### src/common/fpe_pkg.sv
// package for the flash program/erase control register block
package fpe_pkg;
  // register byte addresses on the bus
  localparam logic [3:0] OFS_MODE_ONE = 4'h0;
  localparam logic [3:0] OFS_MODE_TWO = 4'h4;
  localparam logic [3:0] OFS_BLK_ONE = 4'h8;
  localparam logic [3:0] OFS_BLK_TWO = 4'hc;
  localparam logic [3:0] OFS_CTRL = 4'h0;
  // reset values
  localparam logic [7:0] RST_MODE_ONE = 8'h80;
  localparam logic [7:0] RST_MODE_TWO = 8'h00;
  localparam logic [7:0] RST_BLK = 8'h00;
  // field positions
  localparam int B_HW_PERMIT = 7;
  localparam int B_SW_EN = 6;
  localparam int B_ERASE_CHECK = 3;
  localparam int B_PROG_CHECK = 2;
  localparam int B_ERASE = 1;
  localparam int B_PROG = 0;
  localparam int B_FLASH_ERR = 7;
  localparam int B_ERASE_SETUP = 1;
  localparam int B_PROG_SETUP = 0;
  localparam int B_TOP_BLOCK = 7;
  localparam logic [1:0] RESP_OKAY = 2'b00;
  localparam logic [1:0] RESP_SLVERR = 2'b10;

  typedef struct packed {
    logic sw_en;
    logic erase_check;
    logic prog_check;
    logic erase;
    logic prog;
  } fpe_mode_one_s;

  typedef struct packed {
    logic erase_setup;
    logic prog_setup;
  } fpe_mode_two_s;

  typedef struct packed {
    fpe_mode_one_s m1;
    fpe_mode_two_s m2;
    logic [7:0] blk;
    logic awv;
    logic [3:0] awa;
    logic wv;
    logic [7:0] wd;
    logic wstrb0;
    logic bvalid;
    logic [1:0] bresp;
    logic rvalid;
    logic [7:0] rdata;
    logic [1:0] rresp;
    logic awrdy;
    logic wrdy;
    logic arrdy;
    logic [3:0] act;
  } fpe_state_s;
endpackage : fpe_pkg

### src/design/fpe_regs.sv
// flash program/erase control registers behind an axi4-lite slave
`timescale 1ns/10ps

// Summary of operation
// - access only while flash gate bit set
// - mode reg one resets to 80 in standby
// - bit 7 read-only permit indicator
// - software enable gates setting other bits
// - bits 5,4 read zero, ignore writes
// - bit 3 enters erase-verify mode
// - bit 2 enters program-verify mode
// - erase mode needs enable and setup
// - program mode needs enable and setup
// - mode reg two clears on reset, hw standby
// - setup bits cleared in low power, disable
// - error flag read-only, holds protection
// - bit 1 erase setup state
// - bit 0 program setup state
// - block regs clear on standby, disable
// - multiple block bits clear all
// - upper block bits select large regions
// - lower block bits select 1k blocks
// - top block bit reads zero in normal mode
// - normal mode excludes topmost 8k block
module fpe_regs (
  input wire logic i_sys_clk,
  input wire logic i_nrst,
  input wire logic i_flash_reg_gate,
  input wire logic i_hw_standby,
  input wire logic i_low_power,
  input wire logic i_normal_mode,
  input wire logic i_flash_error,
  input wire logic [3:0] i_awaddr,
  input wire logic i_awvalid,
  output logic o_awready,
  input wire logic [31:0] i_wdata,
  input wire logic [3:0] i_wstrb,
  input wire logic i_wvalid,
  output logic o_wready,
  output logic o_bvalid,
  output logic [1:0] o_bresp,
  input wire logic i_bready,
  input wire logic [3:0] i_araddr,
  input wire logic i_arvalid,
  output logic o_arready,
  output logic o_rvalid,
  output logic [31:0] o_rdata,
  output logic [1:0] o_rresp,
  input wire logic i_rready,
  output logic o_erase_check,
  output logic o_prog_check,
  output logic o_erase,
  output logic o_prog,
  output logic o_erase_setup,
  output logic o_prog_setup,
  output logic [7:0] o_erase_block
);
  fpe_pkg::fpe_state_s st_reg, st_next;
  logic [1:0] sync_reg [4];
  logic gate_s, hws_s, lp_s, err_s;
  logic [7:0] m1_rd, m2_rd, blk_rd;
  logic do_wr, wr_hit, rd_hit;
  logic [7:0] wd, blk_new;
  logic [3:0] raddr;

  // gate, standby, low power and error pins are synchronised; normal mode pin is used directly
  always_ff @(posedge i_sys_clk or negedge i_nrst) begin
    if (!i_nrst) begin
      for (int k = 0; k < 4; k++) begin
        sync_reg[k] <= 2'b00;
      end
    end else begin
      sync_reg[0] <= {sync_reg[0][0], i_flash_reg_gate};
      sync_reg[1] <= {sync_reg[1][0], i_hw_standby};
      sync_reg[2] <= {sync_reg[2][0], i_low_power};
      sync_reg[3] <= {sync_reg[3][0], i_flash_error};
    end
  end
  assign gate_s = sync_reg[0][1];
  assign hws_s = sync_reg[1][1];
  assign lp_s = sync_reg[2][1];
  assign err_s = sync_reg[3][1];

  assign m1_rd = {1'b1, st_reg.m1.sw_en, 2'b00, st_reg.m1.erase_check,
                  st_reg.m1.prog_check, st_reg.m1.erase, st_reg.m1.prog};
  assign m2_rd = {err_s, 5'b00000, st_reg.m2.erase_setup, st_reg.m2.prog_setup};
  // top block reads zero in normal mode
  assign blk_rd = {st_reg.blk[7] & ~i_normal_mode, st_reg.blk[6:0]};
  assign raddr = {i_araddr[3:2], 2'b00};
  assign wr_hit = st_reg.awa[1:0] == 2'b00;
  assign rd_hit = i_araddr[1:0] == 2'b00;
  assign do_wr = st_reg.awv && st_reg.wv && !st_reg.bvalid;
  assign wd = st_reg.wd;

  always_comb begin
    st_next = st_reg;
    blk_new = st_reg.blk;
    // address and data taken in either order
    if (i_awvalid && st_reg.awrdy) begin
      st_next.awv = 1'b1;
      st_next.awa = i_awaddr;
    end
    if (i_wvalid && st_reg.wrdy) begin
      st_next.wv = 1'b1;
      st_next.wd = i_wdata[7:0];
      st_next.wstrb0 = i_wstrb[0];
    end
    if (do_wr) begin
      st_next.awv = 1'b0;
      st_next.wv = 1'b0;
      st_next.bvalid = 1'b1;
      // only the low byte lane is used
      if (!gate_s || !wr_hit) begin
        st_next.bresp = fpe_pkg::RESP_SLVERR;
      end else begin
        st_next.bresp = fpe_pkg::RESP_OKAY;
        if (st_reg.wstrb0) begin
          unique case ({st_reg.awa[3:2], 2'b00})
            fpe_pkg::OFS_MODE_ONE: begin
              st_next.m1.sw_en = wd[fpe_pkg::B_SW_EN];
              // set only while enable is one
              st_next.m1.erase_check = wd[fpe_pkg::B_ERASE_CHECK] &
                (st_reg.m1.sw_en | st_reg.m1.erase_check);
              st_next.m1.prog_check = wd[fpe_pkg::B_PROG_CHECK] &
                (st_reg.m1.sw_en | st_reg.m1.prog_check);
              st_next.m1.erase = wd[fpe_pkg::B_ERASE] & (st_reg.m1.erase |
                (st_reg.m1.sw_en & st_reg.m2.erase_setup));
              st_next.m1.prog = wd[fpe_pkg::B_PROG] & (st_reg.m1.prog |
                (st_reg.m1.sw_en & st_reg.m2.prog_setup));
            end
            fpe_pkg::OFS_MODE_TWO: begin
              st_next.m2.erase_setup = wd[fpe_pkg::B_ERASE_SETUP] &
                (st_reg.m1.sw_en | st_reg.m2.erase_setup);
              st_next.m2.prog_setup = wd[fpe_pkg::B_PROG_SETUP] &
                (st_reg.m1.sw_en | st_reg.m2.prog_setup);
            end
            fpe_pkg::OFS_BLK_ONE: begin
              // block reg one has no storage
            end
            fpe_pkg::OFS_BLK_TWO: begin
              blk_new = wd & (st_reg.blk | {8{st_reg.m1.sw_en}});
              // top block locked in normal mode
              if (i_normal_mode) begin
                blk_new[fpe_pkg::B_TOP_BLOCK] = st_reg.blk[fpe_pkg::B_TOP_BLOCK];
              end
              st_next.blk = blk_new;
            end
          endcase
        end
      end
    end
    if (st_reg.bvalid && i_bready) begin
      st_next.bvalid = 1'b0;
    end
    if (i_arvalid && st_reg.arrdy) begin
      st_next.rvalid = 1'b1;
      st_next.rresp = fpe_pkg::RESP_OKAY;
      st_next.rdata = 8'h00;
      if (!gate_s || !rd_hit) begin
        st_next.rresp = fpe_pkg::RESP_SLVERR;
      end else begin
        unique case (raddr)
          fpe_pkg::OFS_MODE_ONE: st_next.rdata = m1_rd;
          fpe_pkg::OFS_MODE_TWO: st_next.rdata = m2_rd;
          fpe_pkg::OFS_BLK_ONE: st_next.rdata = fpe_pkg::RST_BLK;
          fpe_pkg::OFS_BLK_TWO: st_next.rdata = blk_rd;
        endcase
      end
    end else if (st_reg.rvalid && i_rready) begin
      st_next.rvalid = 1'b0;
    end
    // more than one block bit clears all
    if (!$onehot0(st_next.blk)) begin
      st_next.blk = fpe_pkg::RST_BLK;
    end
    // clear on enable low or low power
    if (!st_next.m1.sw_en || lp_s) begin
      st_next.m2 = '0;
      st_next.blk = fpe_pkg::RST_BLK;
    end
    // low power returns mode reg one to reset
    if (lp_s || hws_s) begin
      st_next.m1 = '0;
    end
    // hardware standby clears mode reg two
    if (hws_s) begin
      st_next.m2 = '0;
      st_next.blk = fpe_pkg::RST_BLK;
    end
    // readies and mode outputs leave straight from flops
    st_next.awrdy = !st_next.awv;
    st_next.wrdy = !st_next.wv;
    st_next.arrdy = !st_next.rvalid;
    // modes masked while error flag set
    st_next.act = {st_next.m1.erase_check, st_next.m1.prog_check, st_next.m1.erase,
      st_next.m1.prog} & {4{~err_s}};
  end

  always_ff @(posedge i_sys_clk or negedge i_nrst) begin
    if (!i_nrst) begin
      st_reg <= '0;
      // readies idle high out of reset
      st_reg.awrdy <= 1'b1;
      st_reg.wrdy <= 1'b1;
      st_reg.arrdy <= 1'b1;
    end else begin
      st_reg <= st_next;
    end
  end

  // software order assumed, no extra check
  // error flag not cleared by software
  assign o_awready = st_reg.awrdy;
  assign o_wready = st_reg.wrdy;
  assign o_arready = st_reg.arrdy;
  assign o_bvalid = st_reg.bvalid;
  assign o_bresp = st_reg.bresp;
  assign o_rvalid = st_reg.rvalid;
  assign o_rdata = {24'h000000, st_reg.rdata};
  assign o_rresp = st_reg.rresp;
  // flash protected while error flag set
  assign o_erase_check = st_reg.act[3];
  assign o_prog_check = st_reg.act[2];
  assign o_erase = st_reg.act[1];
  assign o_prog = st_reg.act[0];
  assign o_erase_setup = st_reg.m2.erase_setup;
  assign o_prog_setup = st_reg.m2.prog_setup;
  assign o_erase_block = st_reg.blk;

  // low power resets mode reg one
  low_power_m1_a: assert property (@(posedge i_sys_clk) disable iff (!i_nrst)
    lp_s |=> st_reg.m1 == '0)
    else $error("mode reg one not cleared in low power");
  enable_gate_a: assert property (@(posedge i_sys_clk) disable iff (!i_nrst)
    !$past(st_reg.m1.sw_en) && !$past(st_reg.m1.prog_check) |-> !st_reg.m1.prog_check)
    else $error("verify bit set without enable");
  erase_setup_a: assert property (@(posedge i_sys_clk) disable iff (!i_nrst)
    $rose(st_reg.m1.erase) |-> $past(st_reg.m2.erase_setup))
    else $error("erase entered without setup");
  prog_setup_a: assert property (@(posedge i_sys_clk) disable iff (!i_nrst)
    $rose(st_reg.m1.prog) |-> $past(st_reg.m2.prog_setup) && $past(st_reg.m1.sw_en))
    else $error("program entered without setup");
  hw_standby_a: assert property (@(posedge i_sys_clk) disable iff (!i_nrst)
    hws_s |=> st_reg.m2 == '0 && st_reg.blk == '0)
    else $error("standby did not clear");
  setup_clear_a: assert property (@(posedge i_sys_clk) disable iff (!i_nrst)
    !st_reg.m1.sw_en |-> st_reg.m2 == '0 && st_reg.blk == '0)
    else $error("setup or block kept without enable");
  blk_onehot_a: assert property (@(posedge i_sys_clk) disable iff (!i_nrst)
    $onehot0(st_reg.blk))
    else $error("more than one block bit set");
  gate_err_a: assert property (@(posedge i_sys_clk) disable iff (!i_nrst)
    do_wr && !gate_s |=> o_bvalid && o_bresp == fpe_pkg::RESP_SLVERR)
    else $error("write accepted with gate closed");
  // top bit locked in normal mode
  top_lock_a: assert property (@(posedge i_sys_clk) disable iff (!i_nrst)
    i_normal_mode && !$past(st_reg.blk[7]) && $past(i_normal_mode) |-> !st_reg.blk[7])
    else $error("top block set in normal mode");
  write_resp_a: assert property (@(posedge i_sys_clk) disable iff (!i_nrst)
    do_wr |=> o_bvalid)
    else $error("no write response");
  read_resp_a: assert property (@(posedge i_sys_clk) disable iff (!i_nrst)
    i_arvalid && st_reg.arrdy |=> o_rvalid)
    else $error("no read response");
  bad_addr_a: assert property (@(posedge i_sys_clk) disable iff (!i_nrst)
    do_wr && !wr_hit |=> o_bvalid && o_bresp == fpe_pkg::RESP_SLVERR)
    else $error("misaligned write accepted");
  rd_gate_a: assert property (@(posedge i_sys_clk) disable iff (!i_nrst)
    i_arvalid && st_reg.arrdy && !gate_s |=> o_rvalid && o_rresp == fpe_pkg::RESP_SLVERR)
    else $error("read accepted with gate closed");
  // hw standby resets mode reg one
  hw_standby_m1_a: assert property (@(posedge i_sys_clk) disable iff (!i_nrst)
    hws_s |=> st_reg.m1 == '0)
    else $error("mode reg one not cleared in standby");
  permit_read_a: assert property (@(posedge i_sys_clk) disable iff (!i_nrst)
    i_arvalid && st_reg.arrdy && gate_s && rd_hit && raddr == fpe_pkg::OFS_MODE_ONE
    |=> o_rdata[fpe_pkg::B_HW_PERMIT])
    else $error("permit bit not read as one");
  reserved_read_a: assert property (@(posedge i_sys_clk) disable iff (!i_nrst)
    i_arvalid && st_reg.arrdy && gate_s && rd_hit && raddr == fpe_pkg::OFS_MODE_ONE
    |=> o_rdata[5:4] == 2'b00)
    else $error("reserved bits not read as zero");
  erase_check_a: assert property (@(posedge i_sys_clk) disable iff (!i_nrst)
    !$past(st_reg.m1.sw_en) && !$past(st_reg.m1.erase_check) |-> !st_reg.m1.erase_check)
    else $error("erase check set without enable");
  // low power clears setup and blocks
  lp_clear_a: assert property (@(posedge i_sys_clk) disable iff (!i_nrst)
    lp_s |=> st_reg.m2 == '0 && st_reg.blk == '0)
    else $error("setup or block kept in low power");
  err_protect_a: assert property (@(posedge i_sys_clk) disable iff (!i_nrst)
    err_s |=> !o_erase_check && !o_prog_check && !o_erase && !o_prog)
    else $error("mode output active under error");
  esetup_gate_a: assert property (@(posedge i_sys_clk) disable iff (!i_nrst)
    $rose(st_reg.m2.erase_setup) |-> $past(st_reg.m1.sw_en))
    else $error("erase setup entered without enable");
  psetup_gate_a: assert property (@(posedge i_sys_clk) disable iff (!i_nrst)
    $rose(st_reg.m2.prog_setup) |-> $past(st_reg.m1.sw_en))
    else $error("program setup entered without enable");
  blk_gate_a: assert property (@(posedge i_sys_clk) disable iff (!i_nrst)
    $rose(|st_reg.blk) |-> $past(st_reg.m1.sw_en))
    else $error("block selected without enable");
  // top bit reads zero in normal mode
  top_read_a: assert property (@(posedge i_sys_clk) disable iff (!i_nrst)
    i_arvalid && st_reg.arrdy && gate_s && rd_hit && i_normal_mode &&
    raddr == fpe_pkg::OFS_BLK_TWO |=> !o_rdata[fpe_pkg::B_TOP_BLOCK])
    else $error("top block bit read in normal mode");

  prog_c: cover property (@(posedge i_sys_clk) disable iff (!i_nrst) $rose(o_prog));
  erase_c: cover property (@(posedge i_sys_clk) disable iff (!i_nrst) $rose(o_erase));
  blk_c: cover property (@(posedge i_sys_clk) disable iff (!i_nrst) $rose(|st_reg.blk));
  rd_c: cover property (@(posedge i_sys_clk) disable iff (!i_nrst) o_rvalid && i_rready);
  wr_err_c: cover property (@(posedge i_sys_clk) disable iff (!i_nrst)
    o_bvalid && o_bresp == fpe_pkg::RESP_SLVERR);
endmodule : fpe_regs

### config.mk
export PLATFORM = sky130hd
export DESIGN_NAME = fpe_regs
export DESIGN_NICKNAME = d
export VERILOG_FILES = /design/src/common/fpe_pkg.sv /design/src/design/fpe_regs.sv
export SDC_FILE = /design/constraint.sdc
export NUM_CORES = 1
export LEC_CHECK = 0
export BUFFER_PORTS_ARGS = -buffer_cell sky130_fd_sc_hd__buf_4
export CORE_MARGIN = 2
export CORE_UTILIZATION = 48
export CTS_CLUSTER_SIZE = 28
export DETAILED_ROUTE_END_ITERATION = 8
export GPL_ROUTABILITY_DRIVEN = 0
export GPL_TIMING_DRIVEN = 0
export MAX_ROUTING_LAYER = met4
export PLACE_DENSITY_LB_ADDON = 0.3
export SLEW_MARGIN = 15
export SYNTH_ARGS = -nofsm -noshare
export SYNTH_HDL_FRONTEND = slang
export SYNTH_SLANG_ARGS = --single-unit
### constraint.sdc
create_clock -name i_sys_clk -period 5.7 [get_ports i_sys_clk]
set_clock_uncertainty 0.2 [all_clocks]
set_input_delay 0.855 -clock i_sys_clk [delete_from_list [all_inputs] [get_ports i_sys_clk]]
set_output_delay 0.855 -clock i_sys_clk [all_outputs]
set_load 0.02 [all_outputs]
==> results of run 1 <==
==> per-stage QoR <==
stage / cell area, um^2 / setup slack [ns] / hold WS [ns]
4_1_cts: 3500 / 0.981 / 0.146
3_5_place_dp: 3320 / 0.999 / 0.135
6_report: 3500 / 1.00 / 0.146
3_3_place_gp: 3320 / 1.08 / 0.133
5_1_grt: 3500 / 0.762 / 0.150
2_1_floorplan: 2810 / 1.35 / 0.131
==> layout by cell type, fill, tap and decap left out, types with 2 or more instances in the layout <==
master,n
mux2_2,14
o22a_2,2
dfrtp_1,54
a32o_1,2
and3_1,3
nor2_1,11
o22ai_1,6
fa_1,4
nand3_1,2
nor3_1,13
clkbuf_1,5
o221a_2,2
a22oi_1,5
nand2_1,9
dfstp_2,3
conb_1,26
nor3b_1,3
inv_1,13
nor4_1,2
and2_1,3
clkbuf_8,11
buf_4,101
ha_1,3
o21ai_0,10
a21oi_1,5
==> layout make-up <==
type	count	area [um^2]
Buffer	48	354
Clock buffer	14	163
Clock inverter	2	12.5
Fill cell	460	1970
Inverter	14	52.6
Multi-Input combinational cell	140	968
Sequential cell	57	1430
Tap cell	72	90.1
Timing Repair Buffer	57	428
==> critical path: stages, from the launching register on <==
cell and delay, ns:
dfrtp_1 0.39, and3b_1 0.22, buf_2 0.20, nand3_1 0.12, o32ai_1 0.42, fa_1 0.53, fa_1 0.55, inv_1 0.05
fa_1 0.45, ha_1 0.24, fa_1 0.38, and3_1 0.16, o21bai_1 0.55, nor3b_1 0.11
==> how the worst min path moves through the flow <==
stage / endpoint
after floorplan: err_s
after global placement: err_s
after detailed placement: err_s
after CTS: lp_s
after global routing: lp_s
final: lp_s
==> per-layer routing <==
layer  wire (um)  global-route usage [%]  vias to the layer above
met5           0                       -                        -
met4         149                    9.66                        0
met3         358                    4.20                       12
met2        2300                    24.9                       75
met1        2340                    23.7                      878
li1            -                       -                      938
==> logic make-up after synthesis <==
family / Yosys count / share of synthesized area (%)
buf+inv: 62 / 15.0
fa+ha+maj: 7 / 4.34
flops: 57 / 52.7
other cells: 1 / 0.138
compound gates: 38 / 9.65
mux: 15 / 6.65
simple gates: 54 / 11.5
==> power by group through the flow <==
stage               sequential [uW]  clock, uW  combinational [uW]
global route                    558        355                 260
floorplan                       549          0                 155
detailed placement              554          0                 237
CTS                             548        337                 238
global placement                551          0                 232
finish                          548        330                 236
==> results.yml, run 1 <==
layout:
  fin_cells: 404
  drive_above_1_share_pct: 43.7
  syn_to_final_growth_pct: 29.0
  final_nets: 390
  finish.utilization_pct: 63.9
  antenna_cells: 0
floorplanning:
  dieArea_mm2: 0.00627
  start_util_pct: 49.5
  die_h_um: 79.2
  num_rows: 27
  boundaryPins: 111
  die_x_um: 79.2
  coreArea_mm2: 0.00547
power:
  power.leakage_uw: 0.00179
  vdd_drop_max_v: 0.000205
  p_comb_share_pct: 21.2
  p_seq_share_pct: 49.2
  power_density_mw_per_mm2: 318
  p_switching_uw: 330
  power.total_uw: 1110
  intPower_uw: 783
  p_clk_share_pct: 29.6
  swShare_pct: 29.6
place:
  dp_cells: 388
  hpwl_um: 3780
  portBuffers: 57
logic_synthesis:
  ys_types: 42
  seq_area_frac_synth_pct: 52.7
  synth_warnings: 0
  syn_avg_cell_area_um2: 11.6
  netlist_area_mm2: 0.00271
  post-synth-top-area-fraction_pct: 49.8
  synthTopCellsByArea: "dfrtp_1 (50%), buf_4 (12%), mux2_2 (5.8%)"
  ys_ff_latch: 57
  synth_top_area_cell: "dfrtp_1"
  synthArstFlopShare_pct: 100
  synth.most_common_cell: "dfrtp_1"
  syn_inst: 234
  ys_top_cells_by_count: "dfrtp_1 (54), buf_4 (44), mux2_2 (14), inv_1 (13), nor3_1 (13)"
  synth_edf_count: 0
  ys.flop_type: "dfrtp_1"
worst_hold_path:
  hold-path-cell-count: 0
  hp-class: "reg2reg"
  worstHoldStart: "sync_reg[2]"
worst_setup_path:
  cp-end-kind: "flip-flop"
  startpoint: "o_bvalid"
  critPathArrivalTime_ns: 4.68
  rr_startpoint: "o_bvalid"
  crit_end: "o_erase_block[2]"
  start_kind: "flip-flop"
  required_ns: 5.69
  path_class: "reg2reg"
  ff2ff_setup_slack_ns: 1.00
  reg2regPathDepth: 13
  critPathMaxFanout: 8
  r2r-end: "o_erase_block[2]"
grt:
  antenna_found_initial: 0
  overflow: 0
  grt_pass1_wl_um: 8070
  grt_max_degree: 58
  grt_pass1_vias: 1739
  grt.total_usage_pct: 17.7
sta:
  setup_viol: 0
  post-route-period-util_pct: 82.4
  fin_crit_ns: 4.70
  setup_tns_ns: 0
  worst_pin_slew_ns: 0.697
  grt_setup_unrepaired: "no"
  clock.fmax_mhz: 213
  finalHoldViolations: 0
  slew_headroom_pct: 53.5
  drv_slew: 0
clocking:
  cts.htree.levels: 3
  cts_buffers: 9
  cts_setup_buffers: 0
  cts.sinks: 57
  clock_path_buffers: 2
  clk_pin_slew_ns: 0.06
  hold_buffers: 0
  ctsResizeCount: 0
  clk_latency_ns: 0.33
  cts_tree: "yes"
  root_buffer: "clkbuf_8"
routing:
  dr.pass1.iters: 4
  drcViolationCount: 0
  wl_per_cell_um: 12.7
  postRouteAntennaNets: 0
  wirelength_um: 5150
  via_per_inst: 4.71
  drt_iter0_drc: 111
  vias: 1903
status:
  status: "complete, no violations"
flow_run:
  drv_cap: 0
Note: power is estimated with default switching activity, not from simulation.
==> run 2, diff against run 1 <==
--- a/config.mk
+++ b/config.mk
@@ -5,9 +5,10 @@
 export SDC_FILE = /design/constraint.sdc
 export NUM_CORES = 1
 export LEC_CHECK = 0
+export ABC_AREA = 1
 export BUFFER_PORTS_ARGS = -buffer_cell sky130_fd_sc_hd__buf_4
 export CORE_MARGIN = 2
-export CORE_UTILIZATION = 48
+export CORE_UTILIZATION = 44
 export CTS_CLUSTER_SIZE = 28
 export DETAILED_ROUTE_END_ITERATION = 8
 export GPL_ROUTABILITY_DRIVEN = 0
==> constraint.sdc (replaced) <==
create_clock -name i_sys_clk -period 4.1 [get_ports i_sys_clk]
set_clock_uncertainty 0.2 [all_clocks]
set_input_delay 0.615 -clock i_sys_clk [delete_from_list [all_inputs] [get_ports i_sys_clk]]
set_output_delay 0.615 -clock i_sys_clk [all_outputs]
set_load 0.02 [all_outputs]
==> results.yml, run 2 <==
floorplanning:
  die_h_um: 84.4
  num_rows: 29
  boundaryPins: 111
  coreArea_mm2: 0.00631
  die_x_um: 84.4
  dieArea_mm2: 0.00712
  start_util_pct: 45.0
logic_synthesis:
  syn_avg_cell_area_um2: 8.64
  ys_ff_latch: 57
  synthSimpleGateAreaFrac_pct: 20.7
  synth_top_family_by_area: "simple AND/OR/NAND/NOR gates"
  synth_top_area_cell: "dfrtp_1"
  ys_top_cells_by_count: "nand2_1 (82), dfrtp_1 (54), inv_1 (54), buf_4 (45), nor2_1 (26)"
  synth_warnings: 0
  synth_xor_area_share_pct: 0
  synth_mux_area_share_pct: 0
  ys_types: 25
  ys.flop_type: "dfrtp_1"
  netlist_area_mm2: 0.00284
  synthAdderAreaFrac_pct: 4.14
  post-synth-top-area-fraction_pct: 47.5
  syn_inst: 329
  synth_compound_area_share_pct: 5.50
  synth_edf_count: 0
  synthArstFlopShare_pct: 100
  seq_area_frac_synth_pct: 50.3
  synth.most_common_cell: "nand2_1"
  synthTopCellsByArea: "dfrtp_1 (48%), buf_4 (12%), nand2_1 (11%)"
routing:
  postRouteAntennaNets: 0
  drt_iter0_drc: 149
  vias: 2232
  wl_per_cell_um: 11.3
  wirelength_um: 5840
  via_per_inst: 4.33
  dr.pass1.iters: 4
  drcViolationCount: 0
sta:
  slew_headroom_pct: 53.1
  post-route-period-util_pct: 104
  worst_pin_slew_ns: 0.704
  grt_setup_unrepaired: "yes"
  drv_slew: 0
  fin_crit_ns: 4.26
  setup_viol: 8
  worst_slack_ns: -0.164
  finalHoldViolations: 0
  clock.fmax_mhz: 235
status:
  status: "complete, but fails checks"
  violations: "setup timing"
clocking:
  cts_tree: "yes"
  clk_latency_ns: 0.33
  cts.sinks: 57
  cts.htree.levels: 3
  cts_buffers: 9
  root_buffer: "clkbuf_8"
  clk_pin_slew_ns: 0.06
  clock_path_buffers: 2
layout:
  syn_to_final_growth_pct: 33.0
  fillers: 590
  ff_latch_area_mm2: 0.00143
  multi_input_area_mm2: 0.00100
  final_nets: 496
  layout_common_cells: "buf_4 (113), nand2_1 (76), inv_1 (53), dfrtp_1 (53), conb_1 (26)"
  final_common_cell: "buf_4"
  drive_above_1_share_pct: 34.2
  antenna_cells: 0
  finish.utilization_pct: 59.9
power:
  power_density_mw_per_mm2: 430
  p_comb_share_pct: 24.4
  p_clk_share_pct: 30.5
  vdd_drop_max_v: 0.000331
  p_seq_share_pct: 45.1
  power.total_uw: 1630
  p_switching_uw: 517
  swShare_pct: 31.8
  intPower_uw: 1110
  power.leakage_uw: 0.00211
worst_setup_path:
  ff2ff_setup_slack_ns: -0.16
  path_common_cell: "fa_1"
  required_ns: 4.15
  path_class: "reg2reg"
  critPathArrivalTime_ns: 4.32
  cp-end-kind: "flip-flop"
  worstPathCellList: "nor2_1 > nand2_1 > nor2_4 > nand4_1 > nand2_1 > nand2_2 > fa_1 > fa_1 > inv_1 > fa_1 > ha_2 > fa_1 > o21bai_4 > a21oi_2 > nand4_4 > nor2_1"
  start_kind: "flip-flop"
  critPathMaxFanout: 8
  cp_slowest_stage_delay_ns: 0.51
  slowest_stage: "fa_1"
grt:
  grt_pass1_vias: 2185
  grt_max_degree: 58
  grt_pass1_wl_um: 9940
  overflow: 0
  antenna_found_initial: 0
  grt.total_usage_pct: 18.4
place:
  portBuffers: 57
  hpwl_um: 4250
worst_hold_path:
  hp-class: "in2async"
flow_run:
  drv_cap: 0
[run 2: timing repair]
item                       in CTS  in global routing
gates cloned                    0                  0
pin swaps                      11                 13
setup endpoints to repair       8                  8
setup buffers                   9                  3
hold buffers                    0                  0
resized for setup               3                  7
[run 2: path summary, 6_finish.rpt]
kind | start | end | cells after the start
worst max-delay path | st_reg[31] | o_erase_block[3] | 16
worst max register to register | st_reg[31] | o_erase_block[3] | 16
min in group i_sys_clk | sync_reg[4] | hws_s | 0
max in group asynchronous | i_nrst | o_bvalid | 1
worst min-delay path | i_nrst | o_erase_block[7] | 1
worst min register to register | sync_reg[4] | hws_s | 0
[run 2: routing by layer]
| metal | GRT usage (%) | wire [um] |
|---|---|---|
| met1 | 22.6 | 2580 |
| met2 | 28.1 | 2830 |
| met3 | 4.23 | 310 |
| met4 | 10.1 | 127 |
| met5 | - | 0 |
[run 2: cell type report]
type | instances | share of cell area, %
repair buffers | 68 | 13.5
clock inverters | 2 | 0.265
flip-flops and latches | 57 | 37.8
clock buffers | 14 | 4.83
plain buffers | 46 | 9.03
inverters | 55 | 5.46
well taps | 77 | 2.55
multi-input cells | 196 | 26.6
[run 2: critical path, delay by kind of cell, from the launching register on]
family	cells	cell delay (ns)
DFF	1	0.38
buffers and inverters	1	0.05
adders and majority gates	5	2.10
AOI/OAI and AO/OA	2	0.34
and+or+nand+nor	8	1.12
[run 2: metrics by stage]
stage	hold WS, ns	setup TNS [ns]	setup slack, ns	instance area (um^2)	std cells
2_1_floorplan	0.119	0	0.00383	2950	354
6_report	0.130	-1.20	-0.164	3780	515
3_3_place_gp	0.134	-2.28	-0.289	3480	488
3_5_place_dp	0.136	-2.49	-0.344	3480	488
4_1_cts	0.150	-0.888	-0.132	3740	513
5_1_grt	0.157	-2.63	-0.357	3780	515
[run 2: power by group through the flow]
stage | Sequential, uW | Combinational [uW] | Clock (uW)
2_1_floorplan | 755 | 232 | 0
3_3_place_gp | 740 | 365 | 0
3_5_place_dp | 742 | 374 | 0
4_1_cts | 732 | 388 | 507
5_1_grt | 744 | 444 | 533
6_report | 732 | 397 | 496
[run 2: cells by family (layout without fill, tap and decap cells)]
| kind of cell | after synthesis | after routing |
|---|---|---|
| simple gates | 134 | 134 |
| other cells | 1 | 26 |
| fa+ha+maj | 7 | 7 |
| flops | 57 | 57 |
| compound gates | 29 | 29 |
| buf+inv | 101 | 185 |
==> run 3, diff against run 2 <==
==> constraint.sdc (replaced) <==
create_clock -name i_sys_clk -period 4.1 [get_ports i_sys_clk]
set_clock_uncertainty 0.2 [all_clocks]
set_input_delay 0.41 -clock i_sys_clk [delete_from_list [all_inputs] [get_ports i_sys_clk]]
set_output_delay 0.41 -clock i_sys_clk [all_outputs]
set_load 0.02 [all_outputs]
==> results.yml, run 3 (synthesis results as in run 2) <==
worst_setup_path:
  critPathMaxFanout: 8
  cp-end-kind: "flip-flop"
  path_common_cell: "fa_1"
  slowest_stage: "fa_1"
  path_class: "reg2reg"
  cp.buffers_inverters: 1
  start_kind: "flip-flop"
  required_ns: 4.15
  critPathArrivalTime_ns: 4.31
  critical-path-top-delay-family: "adder cells"
  cp_slowest_stage_delay_ns: 0.51
  worstPathCellList: "nor2_1 > nand2_1 > nor2_4 > nand4_1 > nand2_1 > nand2_2 > fa_1 > fa_1 > inv_1 > fa_1 > ha_2 > fa_1 > o21bai_4 > a21oi_2 > nand4_4 > nor2_1"
  ff2ff_setup_slack_ns: -0.16
sta:
  post-route-period-util_pct: 104
  setup_viol: 8
  worst_slack_ns: -0.161
  drv_slew: 0
  grt_setup_unrepaired: "yes"
  finalHoldViolations: 0
  worst_pin_slew_ns: 0.705
  fin_crit_ns: 4.26
  setup_tns_ns: -1.18
  slew_headroom_pct: 53.0
  clock.fmax_mhz: 235
layout:
  ff_latch_area_mm2: 0.00143
  drive_above_1_share_pct: 33.9
  multi_input_area_mm2: 0.00100
  final_nets: 501
  syn_to_final_growth_pct: 34.8
  fillers: 582
  layout_common_cells: "buf_4 (113), nand2_1 (76), inv_1 (53), dfrtp_1 (53), conb_1 (26)"
  antenna_cells: 0
  final_common_cell: "buf_4"
status:
  violations: "setup timing"
  status: "complete, but fails checks"
floorplanning:
  dieArea_mm2: 0.00712
  boundaryPins: 111
  die_h_um: 84.4
  die_x_um: 84.4
  num_rows: 29
  start_util_pct: 45.0
  coreArea_mm2: 0.00631
grt:
  overflow: 0
  grt.total_usage_pct: 18.5
  grt_pass1_wl_um: 10000
  grt_max_degree: 58
  grt_pass1_vias: 2218
  antenna_found_initial: 0
place:
  portBuffers: 57
  pre_cts_ws_ns: -0.344
  hpwl_um: 4250
routing:
  wirelength_um: 5860
  drt_iter0_drc: 155
  wl_per_cell_um: 11.3
  dr.pass1.iters: 4
  postRouteAntennaNets: 0
  via_per_inst: 4.33
  vias: 2249
  drcViolationCount: 0
clocking:
  cts_buffers: 9
  cts.htree.levels: 3
  clock_path_buffers: 2
  cts_tree: "yes"
  clk_latency_ns: 0.33
  cts.sinks: 57
  clk_pin_slew_ns: 0.06
  root_buffer: "clkbuf_8"
flow_run:
  drv_cap: 0
power:
  power.leakage_uw: 0.00213
  vdd_drop_max_v: 0.000331
  p_switching_uw: 518
  swShare_pct: 31.8
  p_clk_share_pct: 30.4
  power_density_mw_per_mm2: 425
  p_comb_share_pct: 24.6
  p_seq_share_pct: 44.9
  intPower_uw: 1110
worst_hold_path:
  hp-class: "in2reg"
[run 3: changes by cell type in the layout (fill, tap and decap cells not counted), sizes merged]
cell / before / now
dlygate4sd3: 0 / 5
[run 3: power groups by stage]
stage	clock, uW	combinational (uW)	sequential, uW
final	496	401	732
after global routing	533	449	744
after CTS	507	392	732
after detailed placement	0	374	742
after global placement	0	365	740
after floorplan	0	232	755
[run 3: worst paths after layout]
check	start	endpoint	cells after the start
max	st_reg[31]	o_erase_block[3]	16
min reg2reg	sync_reg[4]	hws_s	0
min	i_bready	o_bvalid	2
max in group asynchronous	i_nrst	o_bvalid	2
min in group asynchronous	i_nrst	wd[5]	2
max reg2reg	st_reg[31]	o_erase_block[3]	16
[run 3: repair_timing]
item | in CTS | in global routing
cloned | 0 | 0
pin swaps | 11 | 13
resized for setup | 3 | 7
buffers inserted | 9 | 3
hold endpoints to repair | 58 | 0
endpoints found under the setup margin | 8 | 8
hold buffers | 5 | 0
[run 3: layout make-up]
| cell class | count | area share (%) |
|---|---|---|
| Clock buffer | 14 | 4.77 |
| Buffer | 46 | 8.91 |
| Timing Repair Buffer | 73 | 14.6 |
| Multi-Input combinational cell | 196 | 26.2 |
| Tap cell | 77 | 2.51 |
| Inverter | 55 | 5.39 |
| Clock inverter | 2 | 0.261 |
| Sequential cell | 57 | 37.3 |
[run 3: stage by stage]
step / std cells / instance area (um^2) / util [%] / total power, uW / hold WS, ns
global route: 520 / 3830 / 60.7 / 1730 / 0.0477
CTS: 518 / 3790 / 60.1 / 1630 / 0.0410
detailed placement: 488 / 3480 / 55.1 / 1120 / 0.136
finish: 520 / 3830 / 60.7 / 1630 / 0.0576
global placement: 488 / 3480 / 55.1 / 1100 / 0.134
floorplan: 354 / 2950 / - / 987 / -0.0856
[run 3: worst reg2reg max path, delay by kind of cell, from the launching register on]
family	cells	cell delay, ns
flops	1	0.38
compound gates	2	0.34
buf+inv	1	0.05
simple gates	8	1.12
fa+ha+maj	5	2.10
[run 3: per-layer routing]
metal	track usage, %	up-vias	routed length [um]	part of all wire [%]
met3	4.23	16	310	5.3
met1	22.7	1014	2590	44
met5	-	-	0	0
li1	-	1150	-	-
met4	10.1	0	127	2.2
met2	28.5	69	2830	48
